**src/design/gsdma_consts.svh**
```systemverilog
// constants of the generic slave dma command and counter block
`ifndef GSDMA_CONSTS_SVH
`define GSDMA_CONSTS_SVH
`define GSDMA_CMD_OFS      12'h0230
`define GSDMA_CNT_OFS0     12'h0234
`define GSDMA_CNT_OFS1     12'h0235
`define GSDMA_CNT_OFS2     12'h0236
`define GSDMA_CNT_OFS3     12'h0237
`define GSDMA_OP_IN        8'h00
`define GSDMA_OP_OUT       8'h01
`define GSDMA_OP_VALIDATE  8'h0E
`define GSDMA_OP_CLEAR     8'h0F
`define GSDMA_OP_RESET     8'h11
`define GSDMA_OP_STOP      8'h13
`define GSDMA_CMD_READ_VAL 8'hFF
`define GSDMA_CNT_RST      32'h0000_0000
`define GSDMA_FIFO_BYTES   8
`define GSDMA_CLK_MHZ      250
`define GSDMA_DRAIN_NS     60
`define GSDMA_DRAIN_CYC    ((`GSDMA_DRAIN_NS * `GSDMA_CLK_MHZ) / 1000)
`endif

```
**src/design/gsdma_pkg.sv**
```systemverilog
// types of the generic slave dma command and counter block
package gsdma_pkg;
  typedef struct packed {
    logic [11:0] addr;
    logic        wr;
    logic        rd;
    logic [7:0]  wdata;
  } gsdma_cpu_req_t;

  typedef enum logic [1:0] {
    GSDMA_IDLE     = 2'b00,
    GSDMA_IN_RUN   = 2'b01,
    GSDMA_IN_FLUSH = 2'b10,
    GSDMA_OUT_RUN  = 2'b11
  } gsdma_state_t;
endpackage

```
**src/design/gsdma_sync2.sv**
```systemverilog
// two flip-flop synchroniser, one per bit
`timescale 1ns/1ps
`default_nettype none
module gsdma_sync2 #(
  parameter int              WIDTH   = 1,
  parameter logic [WIDTH-1:0] RST_VAL = '0
) (
  input  wire logic             mclk,
  input  wire logic             rst_n,
  input  wire logic [WIDTH-1:0] d,
  output logic      [WIDTH-1:0] q
);
  logic [WIDTH-1:0] meta_reg;

  for (genvar i = 0; i < WIDTH; i++) begin : g_bit
    always_ff @(posedge mclk or negedge rst_n) begin
      if (!rst_n) begin
        meta_reg[i] <= RST_VAL[i];
        q[i]        <= RST_VAL[i];
      end else begin
        meta_reg[i] <= d[i];
        q[i]        <= meta_reg[i];
      end
    end
  end
endmodule
`default_nettype wire

```
**src/design/gsdma_fifo.sv**
```systemverilog
// small valid/ready fifo held in flip-flops
`timescale 1ns/1ps
`default_nettype none
module gsdma_fifo #(
  parameter int WIDTH = 8,
  parameter int DEPTH = 8
) (
  input  wire logic             mclk,
  input  wire logic             rst_n,
  input  wire logic             flush,
  input  wire logic             in_valid,
  output logic                  in_ready,
  input  wire logic [WIDTH-1:0] in_data,
  output logic                  out_valid,
  input  wire logic             out_ready,
  output logic      [WIDTH-1:0] out_data
);
  localparam int AW = $clog2(DEPTH);

  logic [WIDTH-1:0] mem_reg [DEPTH];
  logic [AW:0]      wptr_reg;
  logic [AW:0]      rptr_reg;
  logic             push;
  logic             pop;

  // depth must be a power of two: the pointers wrap on their extra bit
  assign in_ready  = (wptr_reg - rptr_reg) != (AW+1)'(DEPTH);
  assign out_valid = wptr_reg != rptr_reg;
  assign out_data  = mem_reg[rptr_reg[AW-1:0]];
  assign push      = in_valid & in_ready;
  assign pop       = out_valid & out_ready;

  always_ff @(posedge mclk) begin
    if (push) begin
      mem_reg[wptr_reg[AW-1:0]] <= in_data;
    end
  end

  always_ff @(posedge mclk or negedge rst_n) begin
    if (!rst_n) begin
      wptr_reg <= '0;
      rptr_reg <= '0;
    end else if (flush) begin
      wptr_reg <= '0;
      rptr_reg <= '0;
    end else begin
      if (push) begin
        wptr_reg <= wptr_reg + 1'b1;
      end
      if (pop) begin
        rptr_reg <= rptr_reg + 1'b1;
      end
    end
  end
endmodule
`default_nettype wire

```
**src/design/gsdma_core.sv**
```systemverilog
// generic slave dma command decoder, byte counter and dma bus handshake
//
// Summary of operation
// - write-only 8-bit command register at 0x230
// - code 00h moves bus bytes into buffer
// - code 01h moves buffer bytes onto bus
// - code 0Eh validates endpoint buffer, debugging
// - code 0Fh clears transmit buffer only
// - transmit buffer also clears after usb send
// - code 11h returns core to reset
// - handshake pins held inactive during reset
// - code 13h halts running transfer
// - stop drops out data already prefetched into fifo
// - stop flushes in fifo into buffer
// - stop completion sets dedicated status bit
// - 32-bit counter reads remaining byte count
// - in fifo eight bytes, drained within 60ns
// - out buffer freed only after fifo drains
// - four readable writable lanes, reset zero
// - new count taken when top lane written
// - counter decrements, zero sets complete flag
// - command register reads back all ones
// - data bus undriven until out command runs
`timescale 1ns/1ps
`default_nettype none
`include "gsdma_consts.svh"
module gsdma_core
  import gsdma_pkg::*;
(
  input  wire logic           mclk,
  input  wire logic           rst_n,
  input  wire gsdma_cpu_req_t cpu_req,
  output logic          [7:0] cpu_rdata,
  output logic                transfer_request,
  input  wire logic           transfer_acknowledge,
  input  wire logic           dma_rd_n,
  input  wire logic           dma_wr_n,
  input  wire logic     [7:0] dma_data_in,
  output logic          [7:0] dma_data_out,
  output logic                dma_data_oe,
  output logic                ep_wr_valid,
  input  wire logic           ep_wr_ready,
  output logic          [7:0] ep_wr_data,
  input  wire logic           ep_rd_valid,
  output logic                ep_rd_ready,
  input  wire logic     [7:0] ep_rd_data,
  input  wire logic           ep_tx_sent,
  output logic                ep_validate,
  output logic                ep_clear_tx,
  output logic                ep_release,
  output logic                transfer_complete_flag,
  input  wire logic           transfer_complete_clr,
  output logic                stop_done_flag,
  input  wire logic           stop_done_clr
);
  localparam int DRAIN_MAX = `GSDMA_DRAIN_CYC;

  // ****************************************************************
  // pin synchronisers
  // ****************************************************************
  logic       ack_s;
  logic       rd_n_s;
  logic       wr_n_s;
  logic [7:0] din_s;
  logic       rd_n_q;
  logic       wr_n_q;

  gsdma_sync2 #(
    .WIDTH   (11),
    .RST_VAL (11'h006)
  ) u_sync (
    .mclk  (mclk),
    .rst_n (rst_n),
    .d     ({din_s_unused_guard(dma_data_in), dma_rd_n, dma_wr_n, transfer_acknowledge}),
    .q     ({din_s, rd_n_s, wr_n_s, ack_s})
  );

  function automatic logic [7:0] din_s_unused_guard(input logic [7:0] v);
    return v;
  endfunction

  always_ff @(posedge mclk or negedge rst_n) begin
    if (!rst_n) begin
      rd_n_q <= 1'b1;
      wr_n_q <= 1'b1;
    end else begin
      rd_n_q <= rd_n_s;
      wr_n_q <= wr_n_s;
    end
  end

  // ****************************************************************
  // command decode
  // ****************************************************************
  gsdma_state_t state_reg;
  logic [31:0]  count_reg;
  logic [31:0]  fetch_left_reg;
  logic [7:0]   lane_reg [3];
  logic         stop_pend_reg;
  logic         cmd_wr;
  logic         soft_rst;
  logic         stop_cmd;
  logic         in_push;
  logic         out_pop;
  logic         byte_moved;
  logic         cnt_load;
  logic         ep_fetch;
  logic         fifo_in_valid;
  logic         fifo_in_ready;
  logic [7:0]   fifo_in_data;
  logic         fifo_out_valid;
  logic         fifo_out_ready;
  logic [7:0]   fifo_out_data;
  logic         fifo_flush;

  assign cmd_wr   = cpu_req.wr && (cpu_req.addr == `GSDMA_CMD_OFS);
  assign soft_rst = cmd_wr && (cpu_req.wdata == `GSDMA_OP_RESET);
  assign stop_cmd = cmd_wr && (cpu_req.wdata == `GSDMA_OP_STOP);
  assign cnt_load = cpu_req.wr && (cpu_req.addr == `GSDMA_CNT_OFS3);

  // strobe edges count only while the controller acknowledges
  assign in_push    = (state_reg == GSDMA_IN_RUN) && wr_n_q && !wr_n_s && ack_s
                      && fifo_in_ready && (count_reg != '0);
  assign out_pop    = (state_reg == GSDMA_OUT_RUN) && !rd_n_q && rd_n_s && ack_s
                      && fifo_out_valid;
  assign byte_moved = in_push || out_pop;
  assign ep_fetch   = ep_rd_valid && ep_rd_ready;

  // ****************************************************************
  // transfer state
  // ****************************************************************
  always_ff @(posedge mclk or negedge rst_n) begin
    if (!rst_n) begin
      state_reg     <= GSDMA_IDLE;
      stop_pend_reg <= 1'b0;
    end else if (soft_rst) begin
      state_reg     <= GSDMA_IDLE;
      stop_pend_reg <= 1'b0;
    end else begin
      case (state_reg)
        GSDMA_IDLE: begin
          // codes other than the listed ones fall through untouched
          if (cmd_wr && cpu_req.wdata == `GSDMA_OP_IN) begin
            state_reg <= GSDMA_IN_RUN;
          end else if (cmd_wr && cpu_req.wdata == `GSDMA_OP_OUT) begin
            state_reg <= GSDMA_OUT_RUN;
          end
        end
        GSDMA_IN_RUN: begin
          if (stop_cmd) begin
            state_reg     <= GSDMA_IN_FLUSH;
            stop_pend_reg <= 1'b1;
          end else if (count_reg == '0) begin
            state_reg <= GSDMA_IN_FLUSH;
          end
        end
        GSDMA_IN_FLUSH: begin
          if (stop_cmd) begin
            stop_pend_reg <= 1'b1;
          end
          if (!fifo_out_valid) begin
            state_reg     <= GSDMA_IDLE;
            stop_pend_reg <= 1'b0;
          end
        end
        GSDMA_OUT_RUN: begin
          if (stop_cmd) begin
            state_reg <= GSDMA_IDLE;
          end else if (count_reg == '0 && !fifo_out_valid) begin
            state_reg <= GSDMA_IDLE;
          end
        end
        default: state_reg <= GSDMA_IDLE;
      endcase
    end
  end

  // ****************************************************************
  // byte counter
  // ****************************************************************
  always_ff @(posedge mclk or negedge rst_n) begin
    if (!rst_n) begin
      count_reg <= `GSDMA_CNT_RST;
      lane_reg  <= '{default: 8'h00};
    end else if (soft_rst) begin
      count_reg <= `GSDMA_CNT_RST;
      lane_reg  <= '{default: 8'h00};
    end else begin
      if (cpu_req.wr && cpu_req.addr == `GSDMA_CNT_OFS0) begin
        lane_reg[0] <= cpu_req.wdata;
      end
      if (cpu_req.wr && cpu_req.addr == `GSDMA_CNT_OFS1) begin
        lane_reg[1] <= cpu_req.wdata;
      end
      if (cpu_req.wr && cpu_req.addr == `GSDMA_CNT_OFS2) begin
        lane_reg[2] <= cpu_req.wdata;
      end
      if (cnt_load) begin
        count_reg <= {cpu_req.wdata, lane_reg[2], lane_reg[1], lane_reg[0]};
      end else if (byte_moved) begin
        count_reg <= count_reg - 32'h0000_0001;
      end
    end
  end

  // bounds the prefetch so the buffer never gives up more than the count
  always_ff @(posedge mclk or negedge rst_n) begin
    if (!rst_n) begin
      fetch_left_reg <= '0;
    end else if (soft_rst) begin
      fetch_left_reg <= '0;
    end else if (state_reg == GSDMA_IDLE && cmd_wr && cpu_req.wdata == `GSDMA_OP_OUT) begin
      fetch_left_reg <= count_reg;
    end else if (ep_fetch) begin
      fetch_left_reg <= fetch_left_reg - 32'h0000_0001;
    end
  end

  // ****************************************************************
  // fifo and endpoint buffer side
  // ****************************************************************
  assign ep_rd_ready    = (state_reg == GSDMA_OUT_RUN) && !stop_cmd && fifo_in_ready
                          && (fetch_left_reg != '0);
  assign fifo_in_valid  = in_push || ep_fetch;
  assign fifo_in_data   = (state_reg == GSDMA_OUT_RUN) ? ep_rd_data : din_s;
  assign ep_wr_valid    = fifo_out_valid
                          && (state_reg == GSDMA_IN_RUN || state_reg == GSDMA_IN_FLUSH);
  assign ep_wr_data     = fifo_out_data;
  assign fifo_out_ready = (state_reg == GSDMA_OUT_RUN) ? out_pop : ep_wr_ready;
  // bytes already prefetched on a stopped out transfer are dropped
  assign fifo_flush     = soft_rst || ((state_reg == GSDMA_OUT_RUN) && stop_cmd);

  gsdma_fifo #(
    .WIDTH (8),
    .DEPTH (`GSDMA_FIFO_BYTES)
  ) u_fifo (
    .mclk      (mclk),
    .rst_n     (rst_n),
    .flush     (fifo_flush),
    .in_valid  (fifo_in_valid),
    .in_ready  (fifo_in_ready),
    .in_data   (fifo_in_data),
    .out_valid (fifo_out_valid),
    .out_ready (fifo_out_ready),
    .out_data  (fifo_out_data)
  );

  // ****************************************************************
  // dma bus pins
  // ****************************************************************
  always_ff @(posedge mclk or negedge rst_n) begin
    if (!rst_n) begin
      transfer_request <= 1'b0;
    end else if (soft_rst) begin
      transfer_request <= 1'b0;
    end else begin
      transfer_request <= ((state_reg == GSDMA_IN_RUN) && fifo_in_ready && count_reg != '0)
                          || ((state_reg == GSDMA_OUT_RUN) && fifo_out_valid);
    end
  end

  always_ff @(posedge mclk or negedge rst_n) begin
    if (!rst_n) begin
      dma_data_oe  <= 1'b0;
      dma_data_out <= 8'h00;
    end else begin
      dma_data_oe <= (state_reg == GSDMA_OUT_RUN) && !soft_rst;
      // the byte is frozen while the controller holds the read strobe
      if (rd_n_s) begin
        dma_data_out <= fifo_out_data;
      end
    end
  end

  // ****************************************************************
  // endpoint commands and status flags
  // ****************************************************************
  always_ff @(posedge mclk or negedge rst_n) begin
    if (!rst_n) begin
      ep_validate <= 1'b0;
      ep_clear_tx <= 1'b0;
      ep_release  <= 1'b0;
    end else begin
      ep_validate <= cmd_wr && cpu_req.wdata == `GSDMA_OP_VALIDATE;
      ep_clear_tx <= (cmd_wr && cpu_req.wdata == `GSDMA_OP_CLEAR) || ep_tx_sent;
      ep_release  <= (state_reg == GSDMA_OUT_RUN) && !stop_cmd && !soft_rst
                     && count_reg == '0 && !fifo_out_valid;
    end
  end

  always_ff @(posedge mclk or negedge rst_n) begin
    if (!rst_n) begin
      transfer_complete_flag <= 1'b0;
    end else if (soft_rst) begin
      transfer_complete_flag <= 1'b0;
    end else if (byte_moved && !cnt_load && count_reg == 32'h0000_0001) begin
      transfer_complete_flag <= 1'b1;
    end else if (transfer_complete_clr) begin
      transfer_complete_flag <= 1'b0;
    end
  end

  always_ff @(posedge mclk or negedge rst_n) begin
    if (!rst_n) begin
      stop_done_flag <= 1'b0;
    end else if (soft_rst) begin
      stop_done_flag <= 1'b0;
    end else if ((stop_cmd && (state_reg == GSDMA_IDLE || state_reg == GSDMA_OUT_RUN))
                 || (state_reg == GSDMA_IN_FLUSH && !fifo_out_valid
                     && (stop_pend_reg || stop_cmd))) begin
      stop_done_flag <= 1'b1;
    end else if (stop_done_clr) begin
      stop_done_flag <= 1'b0;
    end
  end

  // ****************************************************************
  // processor read port
  // ****************************************************************
  always_ff @(posedge mclk or negedge rst_n) begin
    if (!rst_n) begin
      cpu_rdata <= 8'h00;
    end else if (cpu_req.rd) begin
      if (cpu_req.addr == `GSDMA_CMD_OFS) begin
        cpu_rdata <= `GSDMA_CMD_READ_VAL;
      end else if (cpu_req.addr == `GSDMA_CNT_OFS0) begin
        cpu_rdata <= count_reg[7:0];
      end else if (cpu_req.addr == `GSDMA_CNT_OFS1) begin
        cpu_rdata <= count_reg[15:8];
      end else if (cpu_req.addr == `GSDMA_CNT_OFS2) begin
        cpu_rdata <= count_reg[23:16];
      end else if (cpu_req.addr == `GSDMA_CNT_OFS3) begin
        cpu_rdata <= count_reg[31:24];
      end else begin
        cpu_rdata <= 8'h00;
      end
    end
  end
endmodule
`default_nettype wire

```
**config.mk**
```make
export PLATFORM = sky130hd
export DESIGN_NAME = gsdma_core
export DESIGN_NICKNAME = d
export VERILOG_FILES = /design/src/design/gsdma_pkg.sv /design/src/design/gsdma_sync2.sv /design/src/design/gsdma_fifo.sv /design/src/design/gsdma_core.sv
export VERILOG_INCLUDE_DIRS = /design/src /design/src/design
export SDC_FILE = /design/constraint.sdc
export NUM_CORES = 1
export LEC_CHECK = 0
export ABC_CLOCK_PERIOD_IN_PS = 7900
export BUFFER_PORTS_ARGS = -buffer_cell sky130_fd_sc_hd__buf_2
export CAP_MARGIN = 20
export CORE_MARGIN = 8
export CORE_UTILIZATION = 30
export CTS_BUF_LIST = sky130_fd_sc_hd__clkbuf_16
export DETAILED_ROUTE_END_ITERATION = 16
export PLACE_DENSITY = 0.43
export SLEW_MARGIN = 10
export SYNTH_ARGS = -nofsm -noshare
export SYNTH_HDL_FRONTEND = slang
export SYNTH_HIERARCHICAL = 1
export SYNTH_SLANG_ARGS = --single-unit
```
**constraint.sdc**
```tcl
create_clock -name mclk -period 7.9 [get_ports mclk]
set_input_delay 1.975 -clock mclk [delete_from_list [all_inputs] [get_ports mclk]]
set_output_delay 1.975 -clock mclk [all_outputs]
set_load 0.01 [all_outputs]
```
# == Word level (Yosys, flattened, before mapping) ==
# Memories as Yosys holds them, arrays and structs flattened.
# Cells that the tools add are included.
# word_totals
ramBits,64
latch_bits,0
memories,1
ff_bits,146
word_cells,185
input_bits,48
mem_bits_ro,0
out_inout_bits,33
# classes
eq_ne,20
div,0
bitwise_logic,2
mul,0
n_addsub,5
n_reduce_logical,72
muxes,43
shifts,0
n_lt_le_gt_ge,0
# mem_list
memory,depth,word_bits,rd,rd_clocked_by_memory_dff,write_ports,line,rtl
u_fifo.mem_reg,8,8,1,0,1,gsdma_fifo.sv:20,logic [WIDTH-1:0] mem_reg [DEPTH];
# op_table
operator,n
$mux 32,6
$mux 8,9
$reduce_bool 32->1,2
$sub 32x1->32 const B,2
$eq 12x10->1 const B,5
$logic_and 1x1->1,41
$eq 32x1->1 const B,1
$logic_not 32->1,1
$mux 24,1
$eq 8x4->1 const B,2
$eq 8x5->1 const B,2
$mux 2,8
$mux 4,4
$reduce_bool 3->1,5
$mux 1,13
$ne 4x4->1 const B,3
$reduce_bool 2->1,5
$logic_or 1x1->1,9
$add 4x1->4 const B,2
$eq 8x1->1 const B,1
$logic_not 8->1,1
$pmux 2 s4,1
$logic_not 1->1,6
$eq 2x2->1 const B,2
9 further kinds,10

# == Depth between registers and ports, before layout ==
# logic_depth
depth_word,12
mapped_depth,16
ltp_nobuf,13

# == Cells and area by module ==
# Netlist, hierarchy kept.
# modules_own_cells
mod,cells_per_inst,area_each_um2,seq_area_each_um2,instances
gsdma_core,770,6744.0,2905.3,1
gsdma_fifo,177,2986.6,2122.0,1
gsdma_sync2,22,555.5,555.5,1

# == Least setup slack after synthesis ==
# No wires, ideal clock.
# synth_path
kind,input to output
startpoint,input cpu_req[17] (netlist name)
endpoint,output ep_rd_ready
cell_stages,4
required_time_ns,5.925
t_arrival_ns,3.610
slack_ns,2.315
path_cell_list,or4_4 > or4_4 > nor4_4 > nor4bb_1
# synth_between
elab_chain_len,7
# synth_lines
element,line,rtl
from (decl),gsdma_core.sv:32,"input wire gsdma_cpu_req_t cpu_req,"
$eq 12x10->1 (no line),n/a,
$logic_and 1x1->1,gsdma_core.sv:116,assign cmd_wr = cpu_req.wr && (cpu_req.addr == `GSDMA_CMD_OFS);
$logic_and 1x1->1,gsdma_core.sv:118,assign stop_cmd = cmd_wr && (cpu_req.wdata == `GSDMA_OP_STOP);
$logic_not 1->1,gsdma_core.sv:222,assign ep_rd_ready = (state_reg == GSDMA_OUT_RUN) && !stop_cmd && fifo_in_ready
$logic_and 1x1->1 (2 in a row),gsdma_core.sv:222,
$logic_and 1x1->1,gsdma_core.sv:223,&& (fetch_left_reg != '0);
to (decl),gsdma_core.sv:45,"output logic ep_rd_ready,"
# Every way passes these cells.

# == Worst setup path after layout ==
# Same ends and word-level chain as after synthesis.

==> run summary <==
Status = completed
Final hold violation count = 0
Delay-heaviest family, CP = simple AND/OR/NAND/NOR gates
CTS root buffer = clkbuf_16
Placement Setup Slack = 1.99 ns
Design area = 11900 um2
Starting Density = 30.1%
Worst Tran Pin Value = 0.940 ns
Seq/Total Area, Yosys = 54.3%
Setup ws final = 2.02 ns
Final period utilization = 74.4%
PortBufs = 80
H-tree Lvls = 1
CTS Hold Bufs = 0
Cells along the critical path = buf_2 > or4_4 > or4_4 > nor4_4 > buf_4 > nor4bb_1 > buf_2
CTS tree = built
Via count = 7811
Total power = 2.75 mW
Maximum vdd ir drop = 145 uV
Post-CTS Setup Bufs = 0
Inserted Diodes = 0
EDFF count, synth = 64
Maximum clock insertion buffer count = 3
# IOs = 81
Final setup TNS = 0 ns
Endpoints failing setup = 0
Global route overflow = 0
Dpl cell area = 11200 um2
Fin nets = 1103
Yosys warning count = 6
Clock slew at reported path FFs = 0.05 ns
Num CTS Buffers = 25
Crit path max fanout = 9
Data arrival, critical path = 3.90 ns
Placement row count = 68
Drt drc = 0
Core area = 34100 um2
Clock skew = 0.0126 ns
Initial antenna violation count = 0
RD Place Congestion = 0.832
Minimum clock period = 5.88 ns
Crit path launch type = primary input
Chip height = 201 um
CTS Sinks = 210
Vias in the first global route = 8049
PwrDens = 231 nW/um2
Max incr delay on CP = 0.57 ns
Leakage Power = 4.83 nW
Area delta synth->final = 15.8%
Achievable Freq = 170 MHz
Wirelength per Cell = 20.6 um
Post-CTS sizing = 0
Max-Cap Viols = 0
Global-route usage over all layers = 15.3%
Ys async rst share = 69.5%
Fin. max-slew vios = 0
Largest net degree at the start of global routing = 53
Slowest cell on the critical path = or4_4
RSZ-0062 raised after global routing = false
Req. time, crit path = 5.93 ns
Synth cell types = 72
Layout cells sized above 1 = 20.1%
Synth Instances = 969
Avg Cell Area, Syn = 10.6 um2
First DRT Iteration DRCs = 489
Crit. End Element = output pin
Buf+Inv Stages, Crit Path = 3
Ys flop type = dfrtp_1
Via density = 5.15
Post-synthesis register bit count = 210
Most frequent cells in the layout = dfrtp_1 (140), nand2_1 (123), a21oi_1 (82), buf_2 (80), edfxtp_1 (64)
Worst min-delay path class = flop to flop
Die area = 40500 um2
Critical path class = primary input to output pin
Final ANT Viol Nets = 0
Synth Cell Area = 10300 um2
Commonest non-fill, non-tap cell in the layout = dfrtp_1
First-pass GRT wire length = 49500 um
Worst-Skew Late Latency = 0.53 ns
Max reg flops = 64
Slew Limit Headroom = 37.3%
Detail Placement HPWL = 21900 um
Mapped Nets = 1029
Final Routed Wirelength = 31200 um
TritonRoute pass-1 iters = 7
Die W = 201 um
## power breakdown
group          internal [mW]  switching (mW)  total (mW)  leakage, nW
registers               1.17          0.0530        1.22         2.42
clock network          0.606           0.458        1.06        0.396
logic                  0.210           0.257       0.467         2.01
## synthesized netlist by cell type (all sizes together) (8+ instances only)
| cell | n | area [um2] |
|---|---|---|
| o21ai | 51 | 255 |
| xor2 | 18 | 158 |
| or4 | 8 | 75.1 |
| nand4 | 11 | 68.8 |
| or3 | 16 | 106 |
| a22o | 8 | 70.1 |
| and2 | 8 | 50.1 |
| o211ai | 20 | 155 |
| ha | 12 | 150 |
| nor3 | 47 | 245 |
| buf | 18 | 103 |
| nand2b | 10 | 62.6 |
| dfrtp | 140 | 3500 |
| or2 | 13 | 81.3 |
| a21oi | 82 | 410 |
| mux4 | 16 | 360 |
| clkbuf | 34 | 128 |
| inv | 15 | 56.3 |
| nor2 | 61 | 229 |
| xnor2 | 15 | 131 |
| nand2 | 125 | 474 |
| nor4 | 19 | 161 |
| nand3 | 46 | 230 |
| edfxtp | 64 | 1920 |
| mux2 | 30 | 342 |
## routing by layer
layer	wire length (um)	vias to the layer above	global-route usage, %	part of all wire (%)
met2	14300	208	24.3	46
met4	728	0	4.26	2.3
met3	1530	54	2.75	4.9
li1	-	3707	-	-
met5	0	-	0	0
met1	14600	3842	21.3	47
## final cells by class
cell class / count / area (um2)
fill: 3503 / 22200
sequential: 210 / 5580
multi-input combinational: 692 / 4420
clock buffer: 25 / 626
tap: 455 / 569
timing repair buffer: 99 / 544
clock inverter: 20 / 121
inverter: 15 / 56.3
## cell families after synthesis
logic type	share of synthesized area (%)
buf+inv	2.79
compound gates	10.9
flops	54.3
simple gates	20.8
xor+xnor	2.81
mux	6.92
fa+ha+maj	1.46
## path summary, 6_finish.rpt
check / depth (start not counted) / slack [ns] / to / start
hold reg to reg: 0 / 0.34 / u_sync/q[9]$_DFF_PN0_ / u_sync/meta_reg[9]$_DFF_PN0_
max in group asynchronous: 2 / 5.42 / lane_reg[2]$_DFFE_PN0P_ / rst_n
min in group asynchronous: 1 / 1.37 / dma_data_out[6]$_DFFE_PN0P_ / rst_n
setup / recovery: 7 / 2.02 / ep_rd_ready / cpu_req[17]
hold / removal: 0 / 0.34 / u_sync/q[9]$_DFF_PN0_ / u_sync/meta_reg[9]$_DFF_PN0_
setup reg to reg: 13 / 2.93 / u_fifo/mem_reg[2][2]$_DFFE_PP_ / u_fifo/rptr_reg[1]$_DFFE_PN0P_
## metrics by stage
| stage | instances | util, % | hold WS, ns |
|---|---|---|---|
| floorplan | 969 | - | 0.331 |
| global placement | 1469 | 32.7 | 0.332 |
| detailed placement | 1470 | 32.7 | 0.336 |
| CTS | 1515 | 34.9 | 0.347 |
| global route | 1516 | 34.9 | 0.351 |
| finish | 1516 | 34.9 | 0.344 |
(Power assumes the default switching activity.)
